===== config.mk =====
export PLATFORM = sky130hd
export DESIGN_NAME = bus_unprot_host_flat
export DESIGN_NICKNAME = d
export VERILOG_FILES = /design/src/hw/bus_pkg.sv /design/src/hw/bus_link_if.sv /design/src/hw/bus_unprot_host.sv /design/src/flat_wrapper.sv
export VERILOG_INCLUDE_DIRS = /design/src /design/src/hw
export SDC_FILE = /design/constraint.sdc
export NUM_CORES = 1
export LEC_CHECK = 0
export BUFFER_PORTS_ARGS = -buffer_cell sky130_fd_sc_hd__buf_2
export CELL_PAD_IN_SITES_DETAIL_PLACEMENT = 0
export CELL_PAD_IN_SITES_GLOBAL_PLACEMENT = 2
export CORE_MARGIN = 4
export CORE_UTILIZATION = 32
export CTS_CLUSTER_SIZE = 25
export DETAILED_ROUTE_END_ITERATION = 7
export PLACE_DENSITY = 0.93
export SETUP_SLACK_MARGIN = 0.4
export SLEW_MARGIN = 40
export SYNTH_ARGS = -nofsm -noshare
export SYNTH_HDL_FRONTEND = slang
export SYNTH_SLANG_ARGS = --single-unit

===== constraint.sdc =====
create_clock -name clock -period 3.3 [get_ports clock]
set_clock_uncertainty 0.1 [all_clocks]
set_input_delay 0.495 -clock clock [delete_from_list [all_inputs] [get_ports clock]]
set_output_delay 0.495 -clock clock [all_outputs]
set_load 0.1 [all_outputs]

===== src/hw/bus_defines.svh =====
`ifndef BUS_DEFINES_SVH
`define BUS_DEFINES_SVH

`define BUS_CMD_UNPROT_SETUP   8'h60
`define BUS_CMD_CONFIRM        8'hD0
`define BUS_CMD_READ_ARRAY     8'hFF
`define BUS_CMD_CLEAR_STATUS   8'h50
`define BUS_CMD_READ_STATUS    8'h70

`define BUS_SR_READY_BIT       7
`define BUS_SR_ERASE_ERR_BIT   5
`define BUS_SR_PROG_ERR_BIT    4
`define BUS_SR_ENABLE_ERR_BIT  3

`define BUS_UNPROT_CYCLES      16'h0010

`define BUS_REG_CTRL           32'h0000_0000
`define BUS_REG_STATUS         32'h0000_0004
`define BUS_REG_IRQ_STATUS     32'h0000_0008
`define BUS_REG_IRQ_MASK       32'h0000_000C
`define BUS_REG_READ_DATA      32'h0000_0010

`define BUS_CTRL_START_BIT     0
`define BUS_CTRL_ADDR_LSB      8

`define BUS_RES_OK             3'h0
`define BUS_RES_ENABLE_ERR     3'h1
`define BUS_RES_SEQ_ERR        3'h2
`define BUS_RES_UNPROT_ERR     3'h3

`define BUS_IRQ_DONE_BIT       0
`define BUS_IRQ_ERR_BIT        1

`endif


===== src/hw/bus_pkg.sv =====
package bus_pkg;
   typedef enum logic [4:0] {
      BUS_DEV_ARRAY  = 5'b0_0001,
      BUS_DEV_STATUS = 5'b0_0010,
      BUS_DEV_SETUP  = 5'b0_0100,
      BUS_DEV_BUSY   = 5'b0_1000,
      BUS_DEV_OTHER  = 5'b1_0000
   } bus_dev_state_t;

   typedef enum logic [7:0] {
      BUS_HST_IDLE   = 8'b0000_0001,
      BUS_HST_SETUP  = 8'b0000_0010,
      BUS_HST_CONF   = 8'b0000_0100,
      BUS_HST_POLL   = 8'b0000_1000,
      BUS_HST_WAIT   = 8'b0001_0000,
      BUS_HST_EVAL   = 8'b0010_0000,
      BUS_HST_FINISH = 8'b0100_0000,
      BUS_HST_READ   = 8'b1000_0000
   } bus_hst_state_t;
endpackage : bus_pkg


===== src/hw/bus_link_if.sv =====
interface bus_link_if;
   logic        wr_stb;
   logic        rd_stb;
   logic [4:0]  addr;
   logic [7:0]  wdata;
   logic [15:0] rdata;

   modport device (input wr_stb, input rd_stb, input addr, input wdata, output rdata);
   modport host   (output wr_stb, output rd_stb, output addr, output wdata, input rdata);
endinterface : bus_link_if


===== src/hw/bus_unprot_host.sv =====
// Function
// - Host writes 60h then D0h with block
// - Poll until ready; device holds ready low
// - Device flags enable invalid during operation
// - Bad sequence sets program and erase errors
// - Unprotect failure sets erase error alone
// - FFh returns device to array read
// - Clear status after error before next operation
//
// Chosen here: the AHB-Lite slave port and the register addresses.
`include "bus_defines.svh"

module bus_unprot_host (
   input  wire logic          clock,
   input  wire logic          rst_n,
   bus_link_if.host           link,
   input  wire logic          hsel,
   input  wire logic [31:0]   haddr,
   input  wire logic [1:0]    htrans,
   input  wire logic          hwrite,
   input  wire logic [2:0]    hsize,
   input  wire logic [31:0]   hwdata,
   input  wire logic          hready,
   output logic [31:0]        hrdata,
   output logic               hreadyout,
   output logic               hresp,
   output logic               irq
);
   typedef struct packed {
      bus_pkg::bus_hst_state_t st;
      logic        wr;
      logic        rd;
      logic [4:0]  addr;
      logic [7:0]  wdata;
      logic [4:0]  blk;
      logic [2:0]  result;
      logic        err_seen;
      logic [15:0] rbuf;
      logic [1:0]  ists;
      logic [1:0]  imask;
      logic        irq;
      logic        ph_v;
      logic        ph_w;
      logic [31:0] ph_a;
      logic [31:0] hrdata;
   } bus_hst_s_t;

   bus_hst_s_t s_r, s_nxt;

   function automatic logic [31:0] reg_read(input bus_hst_s_t s, input logic [31:0] a);
      reg_read = 32'h0000_0000;
      case (a)
         `BUS_REG_CTRL:       reg_read = {19'h0_0000, s.blk, 8'h00};
         `BUS_REG_STATUS:     reg_read = {24'h00_0000, s.err_seen, s.result,
                                          3'h0, (s.st == bus_pkg::BUS_HST_IDLE)};
         `BUS_REG_IRQ_STATUS: reg_read = {30'h0000_0000, s.ists};
         `BUS_REG_IRQ_MASK:   reg_read = {30'h0000_0000, s.imask};
         `BUS_REG_READ_DATA:  reg_read = {16'h0000, s.rbuf};
         default:             reg_read = 32'h0000_0000;
      endcase
   endfunction : reg_read

   always_comb begin
      logic [1:0] iset;
      logic       start;
      logic [7:0] sr;
      iset  = 2'b00;
      start = 1'b0;
      sr    = link.rdata[7:0];
      s_nxt = s_r;
      s_nxt.wr = 1'b0;
      s_nxt.rd = 1'b0;
      s_nxt.ph_v = hsel && htrans[1] && hready;
      s_nxt.ph_w = hwrite;
      s_nxt.ph_a = haddr;
      if (s_nxt.ph_v && !hwrite)
         s_nxt.hrdata = reg_read(s_r, haddr);
      if (s_r.ph_v && s_r.ph_w) begin
         case (s_r.ph_a)
            `BUS_REG_CTRL: begin
               s_nxt.blk = hwdata[`BUS_CTRL_ADDR_LSB +: 5];
               start     = hwdata[`BUS_CTRL_START_BIT];
            end
            `BUS_REG_IRQ_STATUS: s_nxt.ists = s_r.ists & ~hwdata[1:0];
            `BUS_REG_IRQ_MASK:   s_nxt.imask = hwdata[1:0];
            default: ;
         endcase
      end
      case (s_r.st)
         bus_pkg::BUS_HST_IDLE: begin
            if (start) begin
               s_nxt.wr    = 1'b1;
               s_nxt.addr  = s_r.err_seen ? s_r.addr : hwdata[`BUS_CTRL_ADDR_LSB +: 5];
               s_nxt.wdata = s_r.err_seen ? `BUS_CMD_CLEAR_STATUS : `BUS_CMD_UNPROT_SETUP;
               s_nxt.err_seen = 1'b0;
               s_nxt.st    = bus_pkg::BUS_HST_SETUP;
            end
         end
         bus_pkg::BUS_HST_SETUP: begin
            s_nxt.wr    = 1'b1;
            s_nxt.addr  = s_r.blk;
            s_nxt.wdata = (s_r.wdata == `BUS_CMD_CLEAR_STATUS) ? `BUS_CMD_UNPROT_SETUP : `BUS_CMD_CONFIRM;
            if (s_r.wdata != `BUS_CMD_CLEAR_STATUS)
               s_nxt.st = bus_pkg::BUS_HST_CONF;
         end
         bus_pkg::BUS_HST_CONF: begin
            s_nxt.rd = 1'b1;
            s_nxt.st = bus_pkg::BUS_HST_POLL;
         end
         bus_pkg::BUS_HST_POLL: s_nxt.st = bus_pkg::BUS_HST_WAIT;
         bus_pkg::BUS_HST_WAIT: begin
            if (sr[`BUS_SR_READY_BIT])
               s_nxt.st = bus_pkg::BUS_HST_EVAL;
            else begin
               s_nxt.rd = 1'b1;
               s_nxt.st = bus_pkg::BUS_HST_POLL;
            end
         end
         bus_pkg::BUS_HST_EVAL: begin
            if (sr[`BUS_SR_ENABLE_ERR_BIT])
               s_nxt.result = `BUS_RES_ENABLE_ERR;
            else if (sr[`BUS_SR_PROG_ERR_BIT] && sr[`BUS_SR_ERASE_ERR_BIT])
               s_nxt.result = `BUS_RES_SEQ_ERR;
            else if (sr[`BUS_SR_ERASE_ERR_BIT])
               s_nxt.result = `BUS_RES_UNPROT_ERR;
            else
               s_nxt.result = `BUS_RES_OK;
            s_nxt.err_seen = |{sr[`BUS_SR_ENABLE_ERR_BIT], sr[`BUS_SR_PROG_ERR_BIT],
                               sr[`BUS_SR_ERASE_ERR_BIT]};
            s_nxt.wr    = 1'b1;
            s_nxt.wdata = `BUS_CMD_READ_ARRAY;
            s_nxt.st    = bus_pkg::BUS_HST_FINISH;
         end
         bus_pkg::BUS_HST_FINISH: begin
            s_nxt.rd = 1'b1;
            s_nxt.st = bus_pkg::BUS_HST_READ;
         end
         bus_pkg::BUS_HST_READ: begin
            s_nxt.st = bus_pkg::BUS_HST_IDLE;
            iset[`BUS_IRQ_DONE_BIT] = 1'b1;
            iset[`BUS_IRQ_ERR_BIT]  = s_r.err_seen;
         end
         default: s_nxt.st = bus_pkg::BUS_HST_IDLE;
      endcase
      if (s_r.st == bus_pkg::BUS_HST_READ)
         s_nxt.rbuf = link.rdata;
      s_nxt.ists = s_nxt.ists | iset;
      s_nxt.irq  = |(s_nxt.ists & s_nxt.imask);
   end

   always_ff @(posedge clock) begin
      if (!rst_n) begin
         s_r    <= '0;
         s_r.st <= bus_pkg::BUS_HST_IDLE;
      end else
         s_r <= s_nxt;
   end

   assign link.wr_stb = s_r.wr;
   assign link.rd_stb = s_r.rd;
   assign link.addr   = s_r.addr;
   assign link.wdata  = s_r.wdata;
   assign hrdata      = s_r.hrdata;
   assign hreadyout   = 1'b1;
   assign hresp       = 1'b0;
   assign irq         = s_r.irq;
endmodule : bus_unprot_host


===== src/flat_wrapper.sv =====
// flat-port wrapper written by rule: the top's interface ports become plain ports
module bus_unprot_host_flat 
  (clock, rst_n, hsel, haddr, htrans, hwrite, hsize, hwdata, hready, hrdata, hreadyout, hresp, irq, link_wr_stb, link_rd_stb, link_addr, link_wdata, link_rdata);
  bus_link_if link_i ();
  input  wire logic clock;
  input  wire logic rst_n;
  input  wire logic hsel;
  input  wire logic [31:0] haddr;
  input  wire logic [1:0] htrans;
  input  wire logic hwrite;
  input  wire logic [2:0] hsize;
  input  wire logic [31:0] hwdata;
  input  wire logic hready;
  output logic [31:0] hrdata;
  output logic hreadyout;
  output logic hresp;
  output logic irq;
  output wire logic [$bits(link_i.wr_stb)-1:0] link_wr_stb;
  output wire logic [$bits(link_i.rd_stb)-1:0] link_rd_stb;
  output wire logic [$bits(link_i.addr)-1:0] link_addr;
  output wire logic [$bits(link_i.wdata)-1:0] link_wdata;
  input wire logic [$bits(link_i.rdata)-1:0] link_rdata;
  assign link_wr_stb = link_i.wr_stb;
  assign link_rd_stb = link_i.rd_stb;
  assign link_addr = link_i.addr;
  assign link_wdata = link_i.wdata;
  assign link_i.rdata = link_rdata;
  bus_unprot_host u_core (.clock(clock), .rst_n(rst_n), .link(link_i), .hsel(hsel), .haddr(haddr), .htrans(htrans), .hwrite(hwrite), .hsize(hsize), .hwdata(hwdata), .hready(hready), .hrdata(hrdata), .hreadyout(hreadyout), .hresp(hresp), .irq(irq));
endmodule

* Yosys cells after proc, flatten, opt, wreduce, memory -nomap -nowiden
Index checks and enable logic that the tools add are counted.
Storage, ports and cells: latch bits 0, word-level logic and storage cells 84, register bits 119, memories 0, memory bits (read-only) 0, output and inout port bits 50, bits in writable memories 0
Cells by class: bitwise gates (word level) 4, add/sub/neg operators 0, reduce and logical (&&, ||, !) cells 20, magnitude comparators 0, shift-type cells 0, muxes and demuxes 25, divide/modulo/power cells 0, equal/unequal tests 19, multipliers 0
Operator list (count):
- $eq 32x4->1 const B | 4
- $pmux 16 s5 | 1
- $logic_not 32->1 | 2
- $pmux 8 s7 | 1
- $eq 32x3->1 const B | 1
- $eq 32x5->1 const B | 1
- $pmux 8 s3 | 1
- $eq 8x7->1 const B | 2
- $mux 8 | 2
- $mux 13 | 1
- $mux 6 | 2
- $mux 2 | 5
- $pmux 5 s2 | 1
- $mux 9 | 1
- $eq 8x1->1 const B | 1
- $eq 8x2->1 const B | 1
- $eq 8x3->1 const B | 1
- $eq 8x4->1 const B | 1
- $eq 8x5->1 const B | 1
- $eq 8x6->1 const B | 1
- $eq 8x8->1 const B | 1
- $ne 8x7->1 const B | 1
- $reduce_and 2->1 | 4
- $pmux 1 s2 | 3
- other kinds (16) | 28

* Longest topological paths before layout
depth in word-level cells 7, mapped depth 7, depth with buffers taken out 5

* Worst setup path before layout
Ideal clock, no wire load.
path type flip-flop to flip-flop, start point reg u_core.s_r[58] (netlist bit), end point reg u_core.s_r[111] (netlist bit), path buffers 1, slack 1.308 ns, stages on the path, launching flop included 6, arrival 1.758 ns, path through dfxtp_1 or4_4 buf_6 nor4_4 nor2_1 or4_1
Between the ends: cells in the longest elaborated chain, start to end 5
RTL lines:
- from (decl) | RTL line bus_unprot_host.sv:48 | bus_hst_s_t s_r, s_nxt;
- from (signal assigned) | RTL line bus_unprot_host.sv:156 | s_r <= s_nxt;
- $logic_not 32->1 | RTL line bus_unprot_host.sv:79 | case (s_r.ph_a)
- $mux 1 | RTL line bus_unprot_host.sv:79
- $mux 1 | RTL line bus_unprot_host.sv:78 | if (s_r.ph_v && s_r.ph_w) begin
- $ne 2x2->1 (no source line)
- $reduce_and 2->1 (no source line)
No other way between the ends. A chain may end at the register's enable or synchronous reset.

* Worst setup path after layout
start point reg u_core.s_r[38] (netlist bit), end point reg u_core.s_r, in the netlist u_core.link.addr[1]
Between the ends: cells in the longest elaborated chain, start to end 5
RTL lines (RTL line):
- $logic_not 32->1 | bus_unprot_host.sv:79
- $mux 1 | bus_unprot_host.sv:79
- $mux 1 | bus_unprot_host.sv:78
- $ne 2x2->1 (no source line)
- $reduce_and 3->1 (no source line)
No other way between the ends.

==> summary.md <==
| Metric | Value |
|---|---|
| PostCTS Resize Cnt | `0` |
| DRC viols | `0` |
| Die span in x | `124 µm` |
| Max-cap violations | `0` |
| Largest net degree at the start of global routing | `44` |
| TNS Setup | `0 ns` |
| Slowest CP cell | `nor4_1` |
| Crit start category | `flop` |
| First-pass detailed-route iteration total | `5` |
| Area Overhead vs Synth | `15.6%` |
| Drt wl/cell | `14.9 µm` |
| Final Hold Fails | `0` |
| Pwr/cell area | `518 nW/µm²` |
| Die ar. | `15300 µm²` |
| R2R cell count | `6` |
| Routability Congestion | `approximately 0.86` |
| Initial Util | `32.5%` |
| Rows | `between 40 and 50` |
| Final hold slack | `0.271 ns` |
| R2R Path End | `u_core.link.addr[1]` |
| F_max | `around 0.43 GHz` |
| Most common cell in the netlist | `dfxtp_1` |
| CTS hold repair buffers | `0` |
| I/O Pins | `140` |
| Core region area | `13200 µm²` |
| Psw | `0.612 mW` |
| WHS Path Cells | `2` |
| WHS Endpoint | `u_core.s_r[47]` |
| Critical R2R Launch | `u_core.s_r[38]` |
| Sequential-to-total area share from yosys stat | `~46%` |
| Cell taking the most area after synthesis | `dfxtp_1` |
| Flop pwr share | `47.6%` |
| Crit-path cells | `nor4_1, nand4b_4, nor4b_4, buf_4, a2bb2oi_1, a21oi_1` |
| Total grt overflow | `0` |
| Tcrit/Tclk final | `71.1%` |
| Setup violators final | `0` |
| All-layer global routing usage | `13.8%` |
| Post-CTS setup buffers | `0` |
| Clock power share | `approximately 44%` |
| Share of the synthesized area in the top cell type | `a little under half` |
| Slowest stage delay, CP | `around 0.53 ns` |
| CTS buffer count | `9` |
| Initial drt markers | `216` |
| Post-synth design cell area | `4290 µm²` |
| Leading post-synthesis cells by cell area | `dfxtp_1, buf_4, nand2_1, and2_1, mux2i_1` |
| Measured slew at the worst slew-check pin | `0.648 ns` |
| Yosys warnings | `0` |
| Share of cells above drive strength 1 | `between 20% and 30%` |
| FFs w/ async S/R, synth | `0%` |
| Initial antenna violation count | `0` |
| Switching share of power | `about a quarter` |
| Status | `complete, no violations` |
| IO Port Bufs | `92` |
| CTS tree | `yes` |
| Mean Syn Cell Area | `9.06 µm²` |
| Comb pwr share | `8.2%` |
| Post-route ant nets | `0` |
| Total wire length | `10600 µm` |
| Dpl hpwl | `8060 µm` |
| Top_reg_cell synth | `dfxtp_1` |
| Worst slew margin | `56.5%` |
| RSZ-0062 raised after global routing | `no` |
| CP Data Arrival Time | `2.46 ns` |
| Post-Syn Instances | `474` |
| Num Clock Sinks | `99` |
| Yosys cell types | `55` |
| Maximum VDD drop | `0.000246 V` |
| Utilization after layout | `~38%` |
| Critical path peak fanout | `9` |
| Finished Layout Cells | `approximately 710` |
| Hold Path Class | `input pin to flop` |
| Max clock buf depth | `2` |
| Number of flops mapped to enable cells by yosys | `0` |
| Largest delay share family, worst path | `simple AND/OR/NAND/NOR gates` |
| Hold Crit Start | `haddr[15]` |
| Number of antenna diodes | `0` |
| Avg Vias per Cell | `slightly below 5` |
| Yosys reg bits | `between 90 and 100` |
| Die Ht | `124 µm` |
| Final min period | `2.35 ns` |
| Total Nets Final | `622` |
| WP buf/inv | `1` |
| Top cells by count, synth | `dfxtp_1, nand2_1, buf_4` |
| Dpl cells | `696` |
| CTS H-tree depth | `3` |
| Clk Latency, worst-skew pair | `~0.34 ns` |
| DR vias | `3438` |
| CTS clk-pin slew, worst paths | `0.07 ns` |
| CP Class | `flop to flop` |
| Worst setup EP type | `flop` |
| Number of global-route vias before repair | `between 3000 and 4000` |
| CP Data Required Time | `3.41 ns` |
| Final Max Slew Viols | `0` |
| Int Power | `1.96 mW` |
| Clk root buf | `clkbuf_16` |
| R2R Setup Slk | `0.95 ns` |
| Leakage | `between 2 and 2.5 nW` |
| First-pass GRT wire length | `16500 µm` |
==> worst max path at each step <==
stage | slack (ns) | from | endpoint | depth (start not counted)
2_1_floorplan | 1.31 | u_core.s_r[58] | u_core.s_r[111] | 5
6_report | 0.95 | u_core.s_r[38] | u_core.link.addr[1] | 6
5_1_grt | 0.78 | u_core.s_r[33] | u_core.link.addr[3] | 6
3_3_place_gp | 0.84 | u_core.s_r[54] | u_core.link.addr[3] | 5
4_1_cts | 0.75 | u_core.s_r[38] | u_core.link.addr[0] | 5
3_5_place_dp | 0.77 | u_core.s_r[38] | u_core.link.addr[0] | 5
==> sequential cells by signal (all words and copies together) (netlist names) <==
register and cells:
u_core.link.rd_stb 1, u_core.irq 1, u_core.link.wdata 5, u_core.link.addr 5
u_core.link.wr_stb 1, u_core.s_r 70, u_core.hrdata 16
==> logic make-up after synthesis <==
group	Yosys count	share of synthesized area, %
adders and majority gates	1	0.233
xor gates and xnor gates	2	0.408
and+or+nand+nor	202	26.4
AOI/OAI and AO/OA	78	11.6
other	2	0.175
buffers and inverters	72	10.8
DFF	99	46.2
muxes	18	4.20
==> routing by layer <==
layer / track usage [%] / vias to the layer above / part of all wire [%]
met3: 3.32 / 10 / 6.0
met2: 22.6 / 101 / 48
li1: - / 1708 / -
met1: 18.0 / 1619 / 45
met4: 4.15 / 0 / 1.1
met5: 0 / - / 0
==> power groups by stage <==
stage	sequential, mW	combinational (mW)	clock [mW]
after floorplan	1.25	0.168	0
after global placement	1.25	0.208	0
after detailed placement	1.25	0.211	0
after CTS	1.22	0.212	1.17
after global routing	1.22	0.224	1.22
final	1.22	0.211	1.14
==> layout make-up <==
class | instances | area (µm²)
sequential | 99 | 1980
clock buffer | 11 | 243
fill | 1371 | 8230
multi-input combinational | 319 | 1910
tap | 176 | 220
timing repair buffer | 99 | 513
clock inverter | 5 | 85.1
inverter | 4 | 15.0
==> per-stage QoR <==
stage	instance area [µm²]	setup slack [ns]	total power [mW]
6_report	4960	0.955	2.57
5_1_grt	4960	0.783	2.67
4_1_cts	4960	0.752	2.60
3_5_place_dp	4630	0.765	1.46
3_3_place_gp	4630	0.844	1.46
2_1_floorplan	4350	1.31	1.42
==> cells in the final DEF, fill, tap and decap left out, types with 5 or more instances in the layout <==
cell	instances
a22oi_1	12
and3_1	7
mux2i_1	18
buf_2	92
buf_4	7
dfxtp_1	99
and2_1	34
nor3_1	9
nor2_1	31
o21ai_0	18
nand4_1	5
conb_1	18
clkbuf_16	9
nor4_1	16
nand2_1	63
a21oi_1	25
No activity file was read; power rests on OpenSTA's default activity.
